[config.mk]
export PLATFORM = sky130hd
export DESIGN_NAME = dco_device_flat
export DESIGN_NICKNAME = d
export VERILOG_FILES = /design/src/common/dco_pkg.sv /design/src/common/dco_if.sv /design/src/rtl/dco_device.sv /design/src/flat_wrapper.sv
export SDC_FILE = /design/constraint.sdc
export NUM_CORES = 1
export LEC_CHECK = 0
export BUFFER_PORTS_ARGS = -buffer_cell sky130_fd_sc_hd__buf_2
export CAP_MARGIN = 30
export CORE_MARGIN = 3
export CORE_UTILIZATION = 54
export DETAILED_ROUTE_END_ITERATION = 6
export GPL_TIMING_DRIVEN = 0
export PLACE_DENSITY = 0.76
export SKIP_LAST_GASP = 1
export SYNTH_ARGS = -nofsm -noshare
export SYNTH_HDL_FRONTEND = slang
export SYNTH_SLANG_ARGS = --single-unit
[constraint.sdc]
create_clock -name pclk -period 2 [get_ports pclk]
set_input_delay 0.1 -clock pclk [delete_from_list [all_inputs] [get_ports pclk]]
set_output_delay 0.1 -clock pclk [all_outputs]
set_load 0.1 [all_outputs]
[src/common/dco_pkg.sv]
// Constants shared by both ends of the configuration-set link.
// Assumes one clock for both ends and a single task-file bus.
package dco_pkg;
    // =========================================
    // Task-file addresses and codes
    localparam logic [2:0]  TF_DATA    = 3'h0;
    localparam logic [2:0]  TF_FEAT    = 3'h1;
    localparam logic [2:0]  TF_HEAD    = 3'h6;
    localparam logic [2:0]  TF_CMD     = 3'h7;
    localparam logic [7:0]  CMD_OPCODE = 8'hb1;
    localparam logic [7:0]  SUB_SET    = 8'h03;
    localparam int          DRV_BIT    = 4;
    // =========================================
    // Overlay layout
    localparam logic [15:0] STRUCT_REV = 16'h0001;
    localparam logic [7:0]  W_REV      = 8'h00;
    localparam logic [7:0]  W_MW       = 8'h01;
    localparam logic [7:0]  W_UDMA     = 8'h02;
    localparam logic [7:0]  W_FEAT     = 8'h07;
    localparam logic [7:0]  W_LAST     = 8'hff;
    localparam int          MW_TOP     = 2;
    localparam int          UD_TOP     = 5;
    localparam int          HPA_BIT    = 7;
    // =========================================
    // Full capability set, also the reset value
    localparam logic [15:0] MW_CAP     = 16'h0007;
    localparam logic [15:0] UDMA_CAP   = 16'h003f;
    localparam logic [15:0] FEAT_CAP   = 16'h008f;
    // =========================================
    // Host APB register offsets and bits
    localparam logic [7:0]  A_CTRL     = 8'h00;
    localparam logic [7:0]  A_STAT     = 8'h04;
    localparam logic [7:0]  A_MW       = 8'h08;
    localparam logic [7:0]  A_UDMA     = 8'h0c;
    localparam logic [7:0]  A_FEAT     = 8'h10;
    localparam int          ST_BUSY    = 0;
    localparam int          ST_DONE    = 1;
    localparam int          ST_ABRT    = 2;
    // =========================================
    // States
    typedef enum logic [1:0] {DS_IDLE, DS_RECV, DS_CHECK} dco_dstate_e;
    typedef enum logic [2:0] {
        HS_IDLE, HS_FEAT, HS_HEAD, HS_CMD, HS_WDRQ, HS_SEND, HS_WDONE
    } dco_hstate_e;
endpackage

[src/common/dco_if.sv]
// Task-file link between the host controller and the drive.
// Assumes both ends run on the same clock; no tristate here.
`timescale 1ns/1ns
interface dco_if;
    logic        tf_wr;     // One-cycle register write strobe
    logic [2:0]  tf_addr;   // Task-file register address
    logic [15:0] tf_wdata;  // Write data
    logic        dev_busy;  // Device executing
    logic        dev_drq;   // Device wants overlay words
    logic        dev_err;   // Last command aborted
    logic        dev_done;  // One-cycle completion pulse
    modport host (output tf_wr, tf_addr, tf_wdata,
                  input  dev_busy, dev_drq, dev_err, dev_done);
    modport device (input  tf_wr, tf_addr, tf_wdata,
                    output dev_busy, dev_drq, dev_err, dev_done);
endinterface

[src/rtl/dco_device.sv]
// Drive end: decodes the configuration-set command, takes the
// overlay and narrows the reported DMA and feature capabilities.
// Assumes the host keeps to the task-file order on the link.
// What this block does
// - Command B1h with subcommand 03h starts it
// - Drive-select bit picks device; others ignore
// - Capabilities may only shrink, never grow
// - Overlay modifies identify capability words
// - Cleared bits drop support afterwards
// - Set bits outside capability set ignored, except Ultra bits 15:6, which abort
// - Host puts revision 0001h in word 0
// - Multiword 2 kept while mode 2 selected
// - Multiword 1 kept if 2 supported/selected
// - Multiword mode 0 bit never cleared
// - Ultra reserved zero; 5 kept if selected
// - Ultra 4 kept if 5 supported/selected
// - Ultra 3 kept if 5,4 supported/selected
// - Frozen configuration aborts every set command
// - Protected area established blocks clearing bit
`timescale 1ns/1ns
module dco_device #(
    parameter logic DEV_SEL = 1'b0  // 0 first_device, 1 second_device
) (
    input  wire logic        pclk,            // Clock
    input  wire logic        presetn,         // Async reset, low
    dco_if.device            tf,              // Task-file link
    input  wire logic        freeze_locked,   // Freeze lock held
    input  wire logic        hpa_set,         // Protected area set
    input  wire logic        mw_sel_valid,    // A multiword mode in use
    input  wire logic [1:0]  mw_sel,          // Selected multiword mode
    input  wire logic        udma_sel_valid,  // An Ultra mode in use
    input  wire logic [2:0]  udma_sel,        // Selected Ultra mode
    output logic      [15:0] mw_word,         // Reported multiword word
    output logic      [15:0] udma_word,       // Reported Ultra word
    output logic      [15:0] feat_word        // Reported feature word
);
    import dco_pkg::*;

    dco_dstate_e state_reg;
    logic [7:0]  feat_reg;
    logic [7:0]  head_reg;
    logic [7:0]  cnt_reg;
    logic [15:0] ov_rev_reg;
    logic [15:0] ov_mw_reg;
    logic [15:0] ov_ud_reg;
    logic [15:0] ov_ft_reg;
    logic [15:0] mw_reg;
    logic [15:0] ud_reg;
    logic [15:0] ft_reg;
    logic        busy_reg;
    logic        drq_reg;
    logic        err_reg;
    logic        done_reg;
    logic        cmd_hit;
    logic        data_wr;
    logic        bad;
    logic [15:0] mw_next;
    logic [15:0] ud_next;
    logic [15:0] ft_next;

    // =========================================
    // Command decode
    // Selected-mode test shared by both DMA words
    function automatic logic sel_ge(input logic v, input logic [2:0] s,
                                    input int i);
        sel_ge = v && (int'(s) >= i);
    endfunction

    always_ff @(posedge pclk or negedge presetn)
    begin
        if (!presetn)
        begin
            feat_reg <= 8'h00;
            head_reg <= 8'h00;
        end
        else if (tf.tf_wr && state_reg == DS_IDLE)
        begin
            if (tf.tf_addr == TF_FEAT)
                feat_reg <= tf.tf_wdata[7:0];
            if (tf.tf_addr == TF_HEAD)
                head_reg <= tf.tf_wdata[7:0];
        end
    end

    // Only the addressed drive answers
    assign cmd_hit = tf.tf_wr && state_reg == DS_IDLE
                     && tf.tf_addr == TF_CMD
                     && tf.tf_wdata[7:0] == CMD_OPCODE
                     && feat_reg == SUB_SET
                     && head_reg[DRV_BIT] == DEV_SEL;
    assign data_wr = tf.tf_wr && state_reg == DS_RECV
                     && tf.tf_addr == TF_DATA;

    // =========================================
    // Sequencer
    always_ff @(posedge pclk or negedge presetn)
    begin
        if (!presetn)
        begin
            state_reg <= DS_IDLE;
            busy_reg  <= 1'b0;
            drq_reg   <= 1'b0;
            err_reg   <= 1'b0;
            done_reg  <= 1'b0;
        end
        else
        begin
            done_reg <= 1'b0;
            case (state_reg)
                DS_IDLE:
                    if (cmd_hit)
                    begin
                        err_reg <= 1'b0;
                        if (freeze_locked)
                        begin
                            err_reg  <= 1'b1;
                            done_reg <= 1'b1;
                        end
                        else
                        begin
                            state_reg <= DS_RECV;
                            busy_reg  <= 1'b1;
                            drq_reg   <= 1'b1;
                        end
                    end
                DS_RECV:
                    if (data_wr && cnt_reg == W_LAST)
                    begin
                        state_reg <= DS_CHECK;
                        drq_reg   <= 1'b0;
                    end
                DS_CHECK:
                begin
                    state_reg <= DS_IDLE;
                    busy_reg  <= 1'b0;
                    err_reg   <= bad;
                    done_reg  <= 1'b1;
                end
                default:
                    state_reg <= DS_IDLE;
            endcase
        end
    end

    // =========================================
    // Overlay capture; only the words that matter are kept
    always_ff @(posedge pclk or negedge presetn)
    begin
        if (!presetn)
        begin
            cnt_reg    <= 8'h00;
            ov_rev_reg <= 16'h0000;
            ov_mw_reg  <= 16'h0000;
            ov_ud_reg  <= 16'h0000;
            ov_ft_reg  <= 16'h0000;
        end
        else if (cmd_hit)
            cnt_reg <= 8'h00;
        else if (data_wr)
        begin
            cnt_reg <= cnt_reg + 8'h01;
            case (cnt_reg)
                W_REV:   ov_rev_reg <= tf.tf_wdata;
                W_MW:    ov_mw_reg  <= tf.tf_wdata;
                W_UDMA:  ov_ud_reg  <= tf.tf_wdata;
                W_FEAT:  ov_ft_reg  <= tf.tf_wdata;
                default: ;
            endcase
        end
    end

    // =========================================
    // Legality check of the proposed words
    always_comb
    begin
        logic        hi;
        logic [15:0] mw_clr;
        logic [15:0] ud_clr;
        hi  = 1'b0;
        // Bits outside the full set keep their value
        mw_next = mw_reg & (ov_mw_reg | ~MW_CAP);
        ud_next = ud_reg & (ov_ud_reg | ~UDMA_CAP);
        ft_next = ft_reg & (ov_ft_reg | ~FEAT_CAP);
        mw_clr  = mw_reg & ~mw_next;
        ud_clr  = ud_reg & ~ud_next;
        bad     = (ov_rev_reg != STRUCT_REV);
        if (mw_clr[0])
            bad = 1'b1;
        for (int i = 1; i <= MW_TOP; i++)
        begin
            hi = 1'b0;
            for (int j = i + 1; j <= MW_TOP; j++)
                hi = hi | mw_next[j];
            if (mw_clr[i] && (hi || sel_ge(mw_sel_valid, {1'b0, mw_sel}, i)))
                bad = 1'b1;
        end
        for (int i = 0; i <= UD_TOP; i++)
        begin
            hi = 1'b0;
            for (int j = i + 1; j <= UD_TOP; j++)
                hi = hi | ud_next[j];
            if (ud_clr[i] && (hi || sel_ge(udma_sel_valid, udma_sel, i)))
                bad = 1'b1;
        end
        if (|ov_ud_reg[15:UD_TOP+1])
            bad = 1'b1;
        if (hpa_set && ft_reg[HPA_BIT] && !ft_next[HPA_BIT])
            bad = 1'b1;
    end

    // =========================================
    // Reported capability words
    always_ff @(posedge pclk or negedge presetn)
    begin
        if (!presetn)
        begin
            mw_reg <= MW_CAP;
            ud_reg <= UDMA_CAP;
            ft_reg <= FEAT_CAP;
        end
        else if (state_reg == DS_CHECK && !bad)
        begin
            mw_reg <= mw_next;
            ud_reg <= ud_next;
            ft_reg <= ft_next;
        end
    end

    assign mw_word     = mw_reg;
    assign udma_word   = ud_reg;
    assign feat_word   = ft_reg;
    assign tf.dev_busy = busy_reg;
    assign tf.dev_drq  = drq_reg;
    assign tf.dev_err  = err_reg;
    assign tf.dev_done = done_reg;
endmodule

[src/flat_wrapper.sv]
// flat-port wrapper written by rule: the top's interface ports become plain ports
module dco_device_flat import dco_pkg::*;
#(
    parameter logic DEV_SEL = 1'b0                                    
)
  (pclk, presetn, freeze_locked, hpa_set, mw_sel_valid, mw_sel, udma_sel_valid, udma_sel, mw_word, udma_word, feat_word, tf_tf_wr, tf_tf_addr, tf_tf_wdata, tf_dev_busy, tf_dev_drq, tf_dev_err, tf_dev_done);
  dco_if tf_i ();
  input  wire logic pclk;
  input  wire logic presetn;
  input  wire logic freeze_locked;
  input  wire logic hpa_set;
  input  wire logic mw_sel_valid;
  input  wire logic [1:0] mw_sel;
  input  wire logic udma_sel_valid;
  input  wire logic [2:0] udma_sel;
  output logic      [15:0] mw_word;
  output logic      [15:0] udma_word;
  output logic      [15:0] feat_word;
  input wire logic [$bits(tf_i.tf_wr)-1:0] tf_tf_wr;
  input wire logic [$bits(tf_i.tf_addr)-1:0] tf_tf_addr;
  input wire logic [$bits(tf_i.tf_wdata)-1:0] tf_tf_wdata;
  output wire logic [$bits(tf_i.dev_busy)-1:0] tf_dev_busy;
  output wire logic [$bits(tf_i.dev_drq)-1:0] tf_dev_drq;
  output wire logic [$bits(tf_i.dev_err)-1:0] tf_dev_err;
  output wire logic [$bits(tf_i.dev_done)-1:0] tf_dev_done;
  assign tf_i.tf_wr = tf_tf_wr;
  assign tf_i.tf_addr = tf_tf_addr;
  assign tf_i.tf_wdata = tf_tf_wdata;
  assign tf_dev_busy = tf_i.dev_busy;
  assign tf_dev_drq = tf_i.dev_drq;
  assign tf_dev_err = tf_i.dev_err;
  assign tf_dev_done = tf_i.dev_done;
  dco_device #(.DEV_SEL(DEV_SEL)) u_core (.pclk(pclk), .presetn(presetn), .tf(tf_i), .freeze_locked(freeze_locked), .hpa_set(hpa_set), .mw_sel_valid(mw_sel_valid), .mw_sel(mw_sel), .udma_sel_valid(udma_sel_valid), .udma_sel(udma_sel), .mw_word(mw_word), .udma_word(udma_word), .feat_word(feat_word));
endmodule
* After elaboration in Yosys (flattened, before gate mapping)
Index checks and enable logic that the tools add are counted.
** Storage, ports and cells
- Bits in registers :: 118
- Bits of input ports :: 31
- Output and inout port bits :: 52
- Word-level logic and storage cells :: 135
** Operators by class
- Add/subtract/negate cells :: 1
- Magnitude comparators :: 7
- Eq/ne operators :: 15
- Mux-type cells :: 27
- Bitwise gates (word level) :: 19
- Reduce and logical (&&, ||, !) cells :: 51
** Operators with widths (number)
- 16-bit bitwise AND :: 3
- 1-bit logical AND :: 26
- 3-bit AND reduction :: 6
- 1-bit 2-to-1 mux :: 17
- 8-bit by 2-bit equality test with 1-bit output, second input constant :: 2
- 8-bit equality test, second input constant :: 2
- 8-bit 2-to-1 mux :: 2
- 16-bit by 1-bit != test with 1-bit output, second input constant :: 1
- 1-bit OR :: 10
- 10-bit OR reduction :: 1
- 8-bit by 1-bit adder with 8-bit output, second input constant :: 1
- 8-bit by 1-bit equality test with 1-bit output, second input constant :: 1
- 8-bit by 3-bit equality test with 1-bit output, second input constant :: 1
- 8-bit zero test :: 1
- 1-bit case mux with 2 select lines :: 4
- 6-bit bitwise AND :: 1
- 3-bit equality test, second input constant :: 2
- 3-bit by 2-bit >= comparator with 1-bit output, second input constant :: 2
- 3-bit >= comparator, second input constant :: 2
- 1-bit logical OR :: 6
- 2-bit 2-to-1 mux :: 3
- 6-bit NOT :: 1
- 2-bit AND reduction :: 3
- 2-bit nonzero test :: 3
- other kinds (16) :: 19

* Depth between registers and ports, before layout
Gate-level depths: netlist (run 1).
- Depth after elaboration :: 17
- Gate-level depth with buffers :: 6
- Mapped depth without buffers :: 5

* Least setup slack after synthesis (run 1)
No wires, ideal clock.
- Kind :: reg2reg
- Start :: register u_core.ud_reg[5] (netlist: u_core.udma_word[5])
- End :: register u_core.ud_reg[5] (netlist: u_core.udma_word[5])
- Setup time :: 61 ps
- Arrival time :: 1811 ps
- Required time :: 1939 ps
- Slack :: 127 ps
- Stages on the path, launching flop included :: 7
- Buffers on the path :: 1
- Clock period less this slack :: 1873 ps
- Cells stage by stage :: dfstp_2 -> a22oi_1 -> o32ai_1 -> a311oi_1 -> nand3_1 -> buf_2 -> o21a_1
** On the way
- Longest elaborated chain between the ends :: 14
- Elaborated cells between the ends (all ways) :: 28
- Those cells by class :: mux (8); bitwise (7); reduce/logical (13)
** RTL lines
- from (decl) :: RTL line dco_device.sv:48 : logic [15:0] ud_reg;
- from (signal assigned) :: RTL line dco_device.sv:224 : ud_reg <= ud_next;
- 16-bit bitwise AND :: RTL line dco_device.sv:182 : ud_next = ud_reg & (ov_ud_reg | ~UDMA_CAP);
- 1-bit OR :: RTL line dco_device.sv:201 : hi = hi | ud_next[j];
- 1-bit logical OR :: RTL line dco_device.sv:202 : if (ud_clr[i] && (hi || sel_ge(udma_sel_valid, udma_sel, i)))
- 1-bit logical AND :: RTL line dco_device.sv:202
- 1-bit 2-to-1 mux (6 in a row) :: RTL line dco_device.sv:202
- 1-bit 2-to-1 mux :: RTL line dco_device.sv:205 : if (|ov_ud_reg[15:UD_TOP+1])
- 1-bit 2-to-1 mux :: RTL line dco_device.sv:207 : if (hpa_set && ft_reg[HPA_BIT] && !ft_next[HPA_BIT])
- 1-bit zero test :: RTL line dco_device.sv:221 : else if (state_reg == DS_CHECK && !bad)
- 1-bit logical AND :: RTL line dco_device.sv:221
Several ways; a longest one is shown, not always the timed one.
A chain may end at the register's enable or synchronous reset.

* Worst setup path after layout (run 1)
- Start :: register u_core.ov_ud_reg[11]
- End :: register u_core.ft_reg[7] (netlist: u_core.feat_word[7])
** On the way
- Longest elaborated chain between the ends :: 5
** RTL lines
- from (decl) :: RTL line dco_device.sv:45 : logic [15:0] ov_ud_reg;
- from (signal assigned) :: RTL line dco_device.sv:165 : W_UDMA: ov_ud_reg <= tf.tf_wdata;
- 10-bit OR reduction :: RTL line dco_device.sv:205
- 1-bit 2-to-1 mux :: RTL line dco_device.sv:205
- 1-bit 2-to-1 mux :: RTL line dco_device.sv:207
- 1-bit zero test :: RTL line dco_device.sv:221
- 1-bit logical AND :: RTL line dco_device.sv:221
- to (signal assigned) :: RTL line dco_device.sv:225 : ft_reg <= ft_next;
- to (decl) :: RTL line dco_device.sv:49 : logic [15:0] ft_reg;
No other way between the ends.

==> impl_results.md, run 1 <==
- Tcrit/Tclk final: a little over nine tenths
- Largest family of logic cells by synthesized area: multiplexers
- Fin Hold WS: around 0.041 ns
- Via-to-Cell Ratio: a little over 5
- Synth Instances: 292
- Ranking of synthesized cells by area: dfrtp_1 43%, mux2_2 14%, dfstp_2 10%
- Area of the core: 6420 um2
- YS warnings: 0
- Worst EP arrival: between 2 and 2.5 ns
- FILL cells: about 450
- Via count: approximately 2500
- Overflow after GRT: 0
- Non-Filler Instances: between 400 and 500
- RSZ-0062 raised after global routing: yes
- Cell Area, Synth: 3630 um2
- Worst-path cell chain: nor4_1, o2111ai_2, a311oi_2, nand3_2, buf_2, o21a_1
- Cell area power density: 720 nW/um2
- Die Wd: 88.0 um
- Path depth of the worst reg2reg path: 6
- Finish-stage setup viols: 0
- CTS tree: yes
- Port bufs: 48
- Final net count: between 400 and 500
- Largest net degree at the start of global routing: 70
- Post-synthesis adder-cell area fraction: under 10%
- Vert. Die Dim: slightly below 90 um
- Async SR Flop Fraction: between 90% and 100%
- Worst reg2reg setup slack: between 0.02 and 0.03 ns
- Hold path depth: 2
- Vias in the first global route: 2390
- I/O pin cnt: 83
- ANT cells: 0
- Initial core utilization: a little under three fifths
- Synth cell types: 48
- Post-DP HPWL: approximately 5200 um
- Clk sinks: between 70 and 80
- Commonest non-fill, non-tap cell in the layout: dfrtp_1
- Clk_skew: between 0.008 and 0.009 ns
- Hold Violations, Final: 0
- Remaining DRCs: 0
- Die area: slightly below 8000 um2
- Placed cells: 451
- Post-Synth XOR/XNOR Area: under 10%
- Synth top area share: a little over two fifths
- Worst skew pair latency: 0.34 ns
- Register bit total from synthesis: 77
- Multi-input gate area in the final layout: 1550 um2
- Ys flop type: dfrtp_1
- Worst setup EP type: flop
- Share of layout cells above drive strength 1: between 40% and 50%
- Final Instance Area: between 4000 and 5000 um2
- First-pass GRT wire length: between 10000 and 15000 um
- DP Area: between 4000 and 5000 um2
- Setup CP Type: flop to flop
- Slowest Stage Delay on Critical Path: 0.43 ns
- Hold EP: u_core.ov_ud_reg[8]$_DFFE_PN0P_
- Commonest cells after routing, fill and taps aside: 62 x dfrtp_1, 51 x buf_4, 48 x buf_2, 46 x mux2_2, 34 x conb_1
- Fmax: 0.507 GHz
- Final max-slew violation count: 0
- Initial antenna violation count: 0
- Hold Crit Start: tf_tf_wdata[8]
- CTS Root Cell: clkbuf_8
- CTS buffer count: 9
- Deepest level of the CTS H-tree: 3
- DRT antenna net count: 0
- R2r startpoint: u_core.ov_ud_reg[11]$_DFFE_PN0P_
- Seq/Total Area, Yosys: between 50 and 60%
- Synth Area in Compound Gates: between 7 and 8%
- WP data required: approximately 2.3 ns
- Clock slew at reported path FFs: around 0.09 ns
- CP Max Fanout: 10
- # rows: 29
- Starting DRC count in detailed routing: 83
- Outcome: finished, final reports clean
- Area leader, netlist: dfrtp_1
- Worst vdd ir: between 0.4 and 0.5 mV
- Final wirelength: 7320 um
- Post-synthesis simple-gate area fraction: about an eighth
- Routed wire per std cell: roughly 15 um
- Post-synth EDFFs: 0
- Seq. cell area: about 2000 um2
- Avg Synthesized Cell Area: ~12 um2
- Startpoint types: flop
- Post-layout min period: between 1.5 and 2 ns
- Hold Path Class: input port to flop
- DR pass1 iterations: 4
- Global-route usage over all layers: roughly a fifth
- Area Growth Syn to Fin: 26.5%
- Clk buf depth: 2
- Slowest CP cell: nor4_1
- LEAKAGE: around 2.3 nW
- Routability congestion estimate: ~0.87
- RR Endpoint: u_core.feat_word[7]$_DFFE_PN1P_
- Mux contribution to synthesized area: around 15%
- Max-cap violations: 0
==> synthesized netlist by cell type (all sizes together), types with 2 or more instances <==
master	count
or3	3
ha	4
nand2b	6
nand3	8
nor4b	5
nor2	9
mux2	49
nand3b	4
o21a	13
a21oi	6
buf	38
dfrtp	63
nand4b	3
dfstp	14
xnor2	3
o21ai	7
nor4	8
nor3	4
inv	9
nand4	3
nand2	12
xor2	2
a22oi	3
==> how the worst max path moves through the flow <==
stage / startpoint / depth (start not counted) / endpoint / slack, ns
after floorplan: u_core.udma_word[5]$_DFFE_PN1P_ / 6 / u_core.udma_word[5]$_DFFE_PN1P_ / 0.13
after global placement: u_core.state_reg[0]$_DFFE_PN0P_ / 6 / u_core.udma_word[5]$_DFFE_PN1P_ / -0.11
after detailed placement: u_core.state_reg[0]$_DFFE_PN0P_ / 6 / u_core.feat_word[7]$_DFFE_PN1P_ / -0.14
after CTS: u_core.state_reg[1]$_DFFE_PN0P_ / 6 / u_core.ov_rev_reg[0]$_DFFE_PN0P_ / -0.006
after global routing: u_core.ov_ud_reg[11]$_DFFE_PN0P_ / 6 / u_core.mw_word[1]$_DFFE_PN1P_ / -0.11
final: u_core.ov_ud_reg[11]$_DFFE_PN0P_ / 6 / u_core.feat_word[7]$_DFFE_PN1P_ / 0.03
==> where the power goes <==
group	internal [mW]	total, mW	leakage (nW)	switching [mW]
Clock	0.619	1.20	0.0955	0.577
Combinational	0.126	0.493	1.19	0.367
Sequential	1.60	1.62	1.00	0.0201
==> per-stage QoR <==
step	setup TNS [ns]	power (mW)	util [%]	setup slack [ns]
global route	-1.63	3.43	71.5	-0.112
finish	0	3.31	71.5	0.0287
CTS	-0.0115	3.33	69.2	-0.00629
floorplan	0	2.02	-	0.127
global placement	-1.12	2.11	63.7	-0.113
detailed placement	-1.50	2.12	64.2	-0.143
==> layout make-up <==
cell class,instances,area share [%]
Timing Repair Buffer,72,10.1
Inverter,9,0.735
Sequential cell,77,42.3
Buffer,39,6.40
Tap cell,77,2.10
Clock buffer,10,3.00
Clock inverter,6,1.53
Multi-Input combinational cell,200,33.8
==> critical path, delay by kind of cell (launching register included) <==
kind,cells,cell delay [ns]
compound gates,3,0.74
simple gates,2,0.56
flops,1,0.38
buf+inv,1,0.22
==> per-layer routing <==
metal,GRT usage [%],routed length (um)
met5,0,0
met2,31.7,3560
met4,6.87,105
met3,4.99,375
met1,26.1,3280
==> cells by family (layout without fill, tap and decap cells) <==
logic type | after synthesis | in the layout
other | 1 | 34
multiplexers | 50 | 50
buffers and inverters | 48 | 136
AO/OA/AOI/OAI | 38 | 38
flip-flops | 77 | 77
XOR/XNOR | 5 | 5
AND/OR/NAND/NOR | 69 | 69
adder cells (fa/ha/maj) | 4 | 4
==> what timing repair did <==
item | CTS | global route
endpoints found under the setup margin | 19 | 39
hold buffers | 8 | 0
gates resized for setup | 5 | 9
gates cloned | 0 | 0
buffers inserted | 1 | 14
hold endpoints to repair | 85 | 0
pin swaps | 2 | 7
(Power assumes the default switching activity.)
==> run 2: changes to the inputs <==
--- a/config.mk
+++ b/config.mk
@@ -7,6 +7,7 @@
 export LEC_CHECK = 0
 export BUFFER_PORTS_ARGS = -buffer_cell sky130_fd_sc_hd__buf_2
 export CAP_MARGIN = 30
+export CORE_ASPECT_RATIO = 0.9
 export CORE_MARGIN = 3
 export CORE_UTILIZATION = 54
 export DETAILED_ROUTE_END_ITERATION = 6
==> run 2 against run 1 <==
Against the previous run: sequential power about the same; die area about the same; utilization increased by 1.6 points.
==> impl_results.md, run 2 (synthesized netlist as in run 1, its figures left out) <==
- RR Endpoint: u_core.ov_ft_reg[3]$_DFFE_PN0P_
- Starting DRC count in detailed routing: 119 (+43%)
- Setup TNS: 0 ns (unchanged)
- Die area: 7750 um2 (about the same)
- DR pass1 iterations: 4 (unchanged)
- Setup WS post-layout: 0.0619 ns (+0.0331 ns)
- Hold Violations, Final: 0 (unchanged)
- CTS Root Cell: clkbuf_8
- Area of the core: 6320 um2 (-1.6%)
- Deepest level of the CTS H-tree: 3 (unchanged)
- Worst vdd ir: 0.513 mV (+5.8%)
- # rows: 27 (-6.9%)
- Commonest cells after routing, fill and taps aside: 62 x dfrtp_1, 48 x buf_4, 47 x buf_2, 46 x mux2_2, 34 x conb_1
- Initial antenna violation count: 0 (unchanged)
- First-pass GRT wire length: 11300 um (-2.3%)
- Worst reg2reg setup slack: 0.06 ns (+0.03 ns)
- DRT antenna net count: 0 (unchanged)
- DP Area: 4140 um2 (+0.30%)
- Hold Crit Start: tf_tf_wdata[9]
- Vias in the first global route: 2315 (-3.1%)
- Outcome: finished, final reports clean
- Via count: 2460 (-2.8%)
- Setup CP Type: flop to flop
- Routed wire per std cell: 14.2 um (-5.3%)
- Clock slew at reported path FFs: 0.08 ns (about the same)
- RSZ-0062 raised after global routing: yes
- Overflow after GRT: 0 (unchanged)
- Cell area power density: 707 nW/um2 (-1.7%)
- Clk buf depth: 2 (unchanged)
- Worst skew pair latency: 0.34 ns (about the same)
- Hold Path Class: input port to flop
- Routability congestion estimate: 0.777 (-11%)
- Place WS: -0.0774 ns (+0.0654 ns)
- Fin Hold WS: 0.0265 ns (-0.0142 ns)
- CTS buffer count: 9 (unchanged)
- CTS tree: yes
- Post-DP HPWL: 5090 um (-1.6%)
- Startpoint types: flop
- ANT cells: 0 (unchanged)
- Via-to-Cell Ratio: 4.96 (-4.0%)
- Final wirelength: 7020 um (-4.1%)
- Vert. Die Dim: 83.8 um (-4.8%)
- Hold EP: u_core.ov_rev_reg[9]$_DFFE_PN0P_
- Util after Layout: 73.1% (+1.6 points)
- Port bufs: 48 (unchanged)
- Die Wd: 92.5 um (+5.0%)
- Total power: 3.26 mW (-1.2%)
- WP data required: 2.23 ns (-0.04 ns)
- Path depth of the worst reg2reg path: 6 (unchanged)
- LEAKAGE: 2.30 nW (+0.29%)
- Final net count: 439 (-0.90%)
- Remaining DRCs: 0 (unchanged)
- Global-route usage over all layers: 18.4% (-1.2 points)
- R2r startpoint: u_core.state_reg[1]$_DFFE_PN0P_
- Area Growth Syn to Fin: 27.1%
- Worst setup EP type: flop
- I/O pin cnt: 83 (unchanged)
- Commonest non-fill, non-tap cell in the layout: dfrtp_1
- Clk_skew: 0.0102 ns (+0.00146 ns)
- Post-layout min period: 1.94 ns (-0.0331 ns)
- Largest net degree at the start of global routing: 47 (-33%)
- Final max-slew violation count: 0 (unchanged)
- Worst EP arrival: 2.17 ns (-0.07 ns)
- Fmax: 0.516 GHz (+1.7%)
- Initial core utilization: 57.5% (+0.94 points)
- Tcrit/Tclk final: 96.9% (-1.7 points)
- Max-cap violations: 0 (unchanged)
- Placed cells: 461 (+2.2%)
- CP Max Fanout: 6 (-4)
- Final Instance Area: 4620 um2 (+0.52%)
- Finish-stage setup viols: 0 (unchanged)
- Share of layout cells above drive strength 1: 46.9% (+0.45 points)
- Non-Filler Instances: 496 (+1.2%)
- Hold path depth: 2 (unchanged)
- Clk sinks: 77 (unchanged)
## run 2: cell count changes in the layout (fill, tap and decap cells not counted), sizes merged
cell      before  now
buf          102   98
clkbuf        11   12
clkinv         0    1
clkinvlp       3    2
inv           11   10
## run 2: worst max path at each step
stage,to,startpoint,slack [ns],cells past startpoint
2_1_floorplan,u_core.udma_word[5]$_DFFE_PN1P_,u_core.udma_word[5]$_DFFE_PN1P_,0.13,6
3_3_place_gp,u_core.ov_ft_reg[2]$_DFFE_PN0P_,u_core.state_reg[1]$_DFFE_PN0P_,-0.07,6
3_5_place_dp,u_core.udma_word[1]$_DFFE_PN1P_,u_core.ov_rev_reg[13]$_DFFE_PN0P_,-0.08,6
4_1_cts,u_core.ov_rev_reg[4]$_DFFE_PN0P_,u_core.state_reg[1]$_DFFE_PN0P_,-0.01,6
5_1_grt,u_core.ov_ft_reg[2]$_DFFE_PN0P_,u_core.state_reg[1]$_DFFE_PN0P_,-0.03,6
6_report,u_core.ov_ft_reg[3]$_DFFE_PN0P_,u_core.state_reg[1]$_DFFE_PN0P_,0.06,6
## run 2: layout make-up
type	count	area, um2
Sequential cell	77	1950
Fill cell	446	1700
Multi-Input combinational cell	200	1600
Buffer	39	297
Clock inverter	5	58.8
Inverter	9	33.8
Timing Repair Buffer	68	433
Clock buffer	11	141
Tap cell	87	109
## run 2: where the power goes
part / switching [mW] / internal (mW) / total (mW)
clock: 0.543 / 0.613 / 1.16
combinational: 0.366 / 0.126 / 0.492
sequential: 0.0197 / 1.60 / 1.62
total: 0.929 / 2.34 / 3.26
## run 2: layer usage
metal  wire length (um)  GRT usage (%)  up-vias
met4                 55           4.05        0
met1               3120           24.4     1187
li1                   -              -     1201
met3                388           5.68        8
met5                  0              0        -
met2               3460           29.8       64
## run 2: critical path: stages (launching register included)
cell and delay (ns):
dfrtp_2 0.44, nor4b_4 0.35, and2_1 0.19, buf_4 0.15, nand3_4 0.11, nor2_4 0.23, mux2_2 0.36
## run 2: what timing repair did
action	in CTS	in global routing
setup buffers	0	11
hold endpoints to repair	38	1
endpoints found under the setup margin	16	39
hold buffers	7	1
pin swaps	0	9
resized for setup	5	18
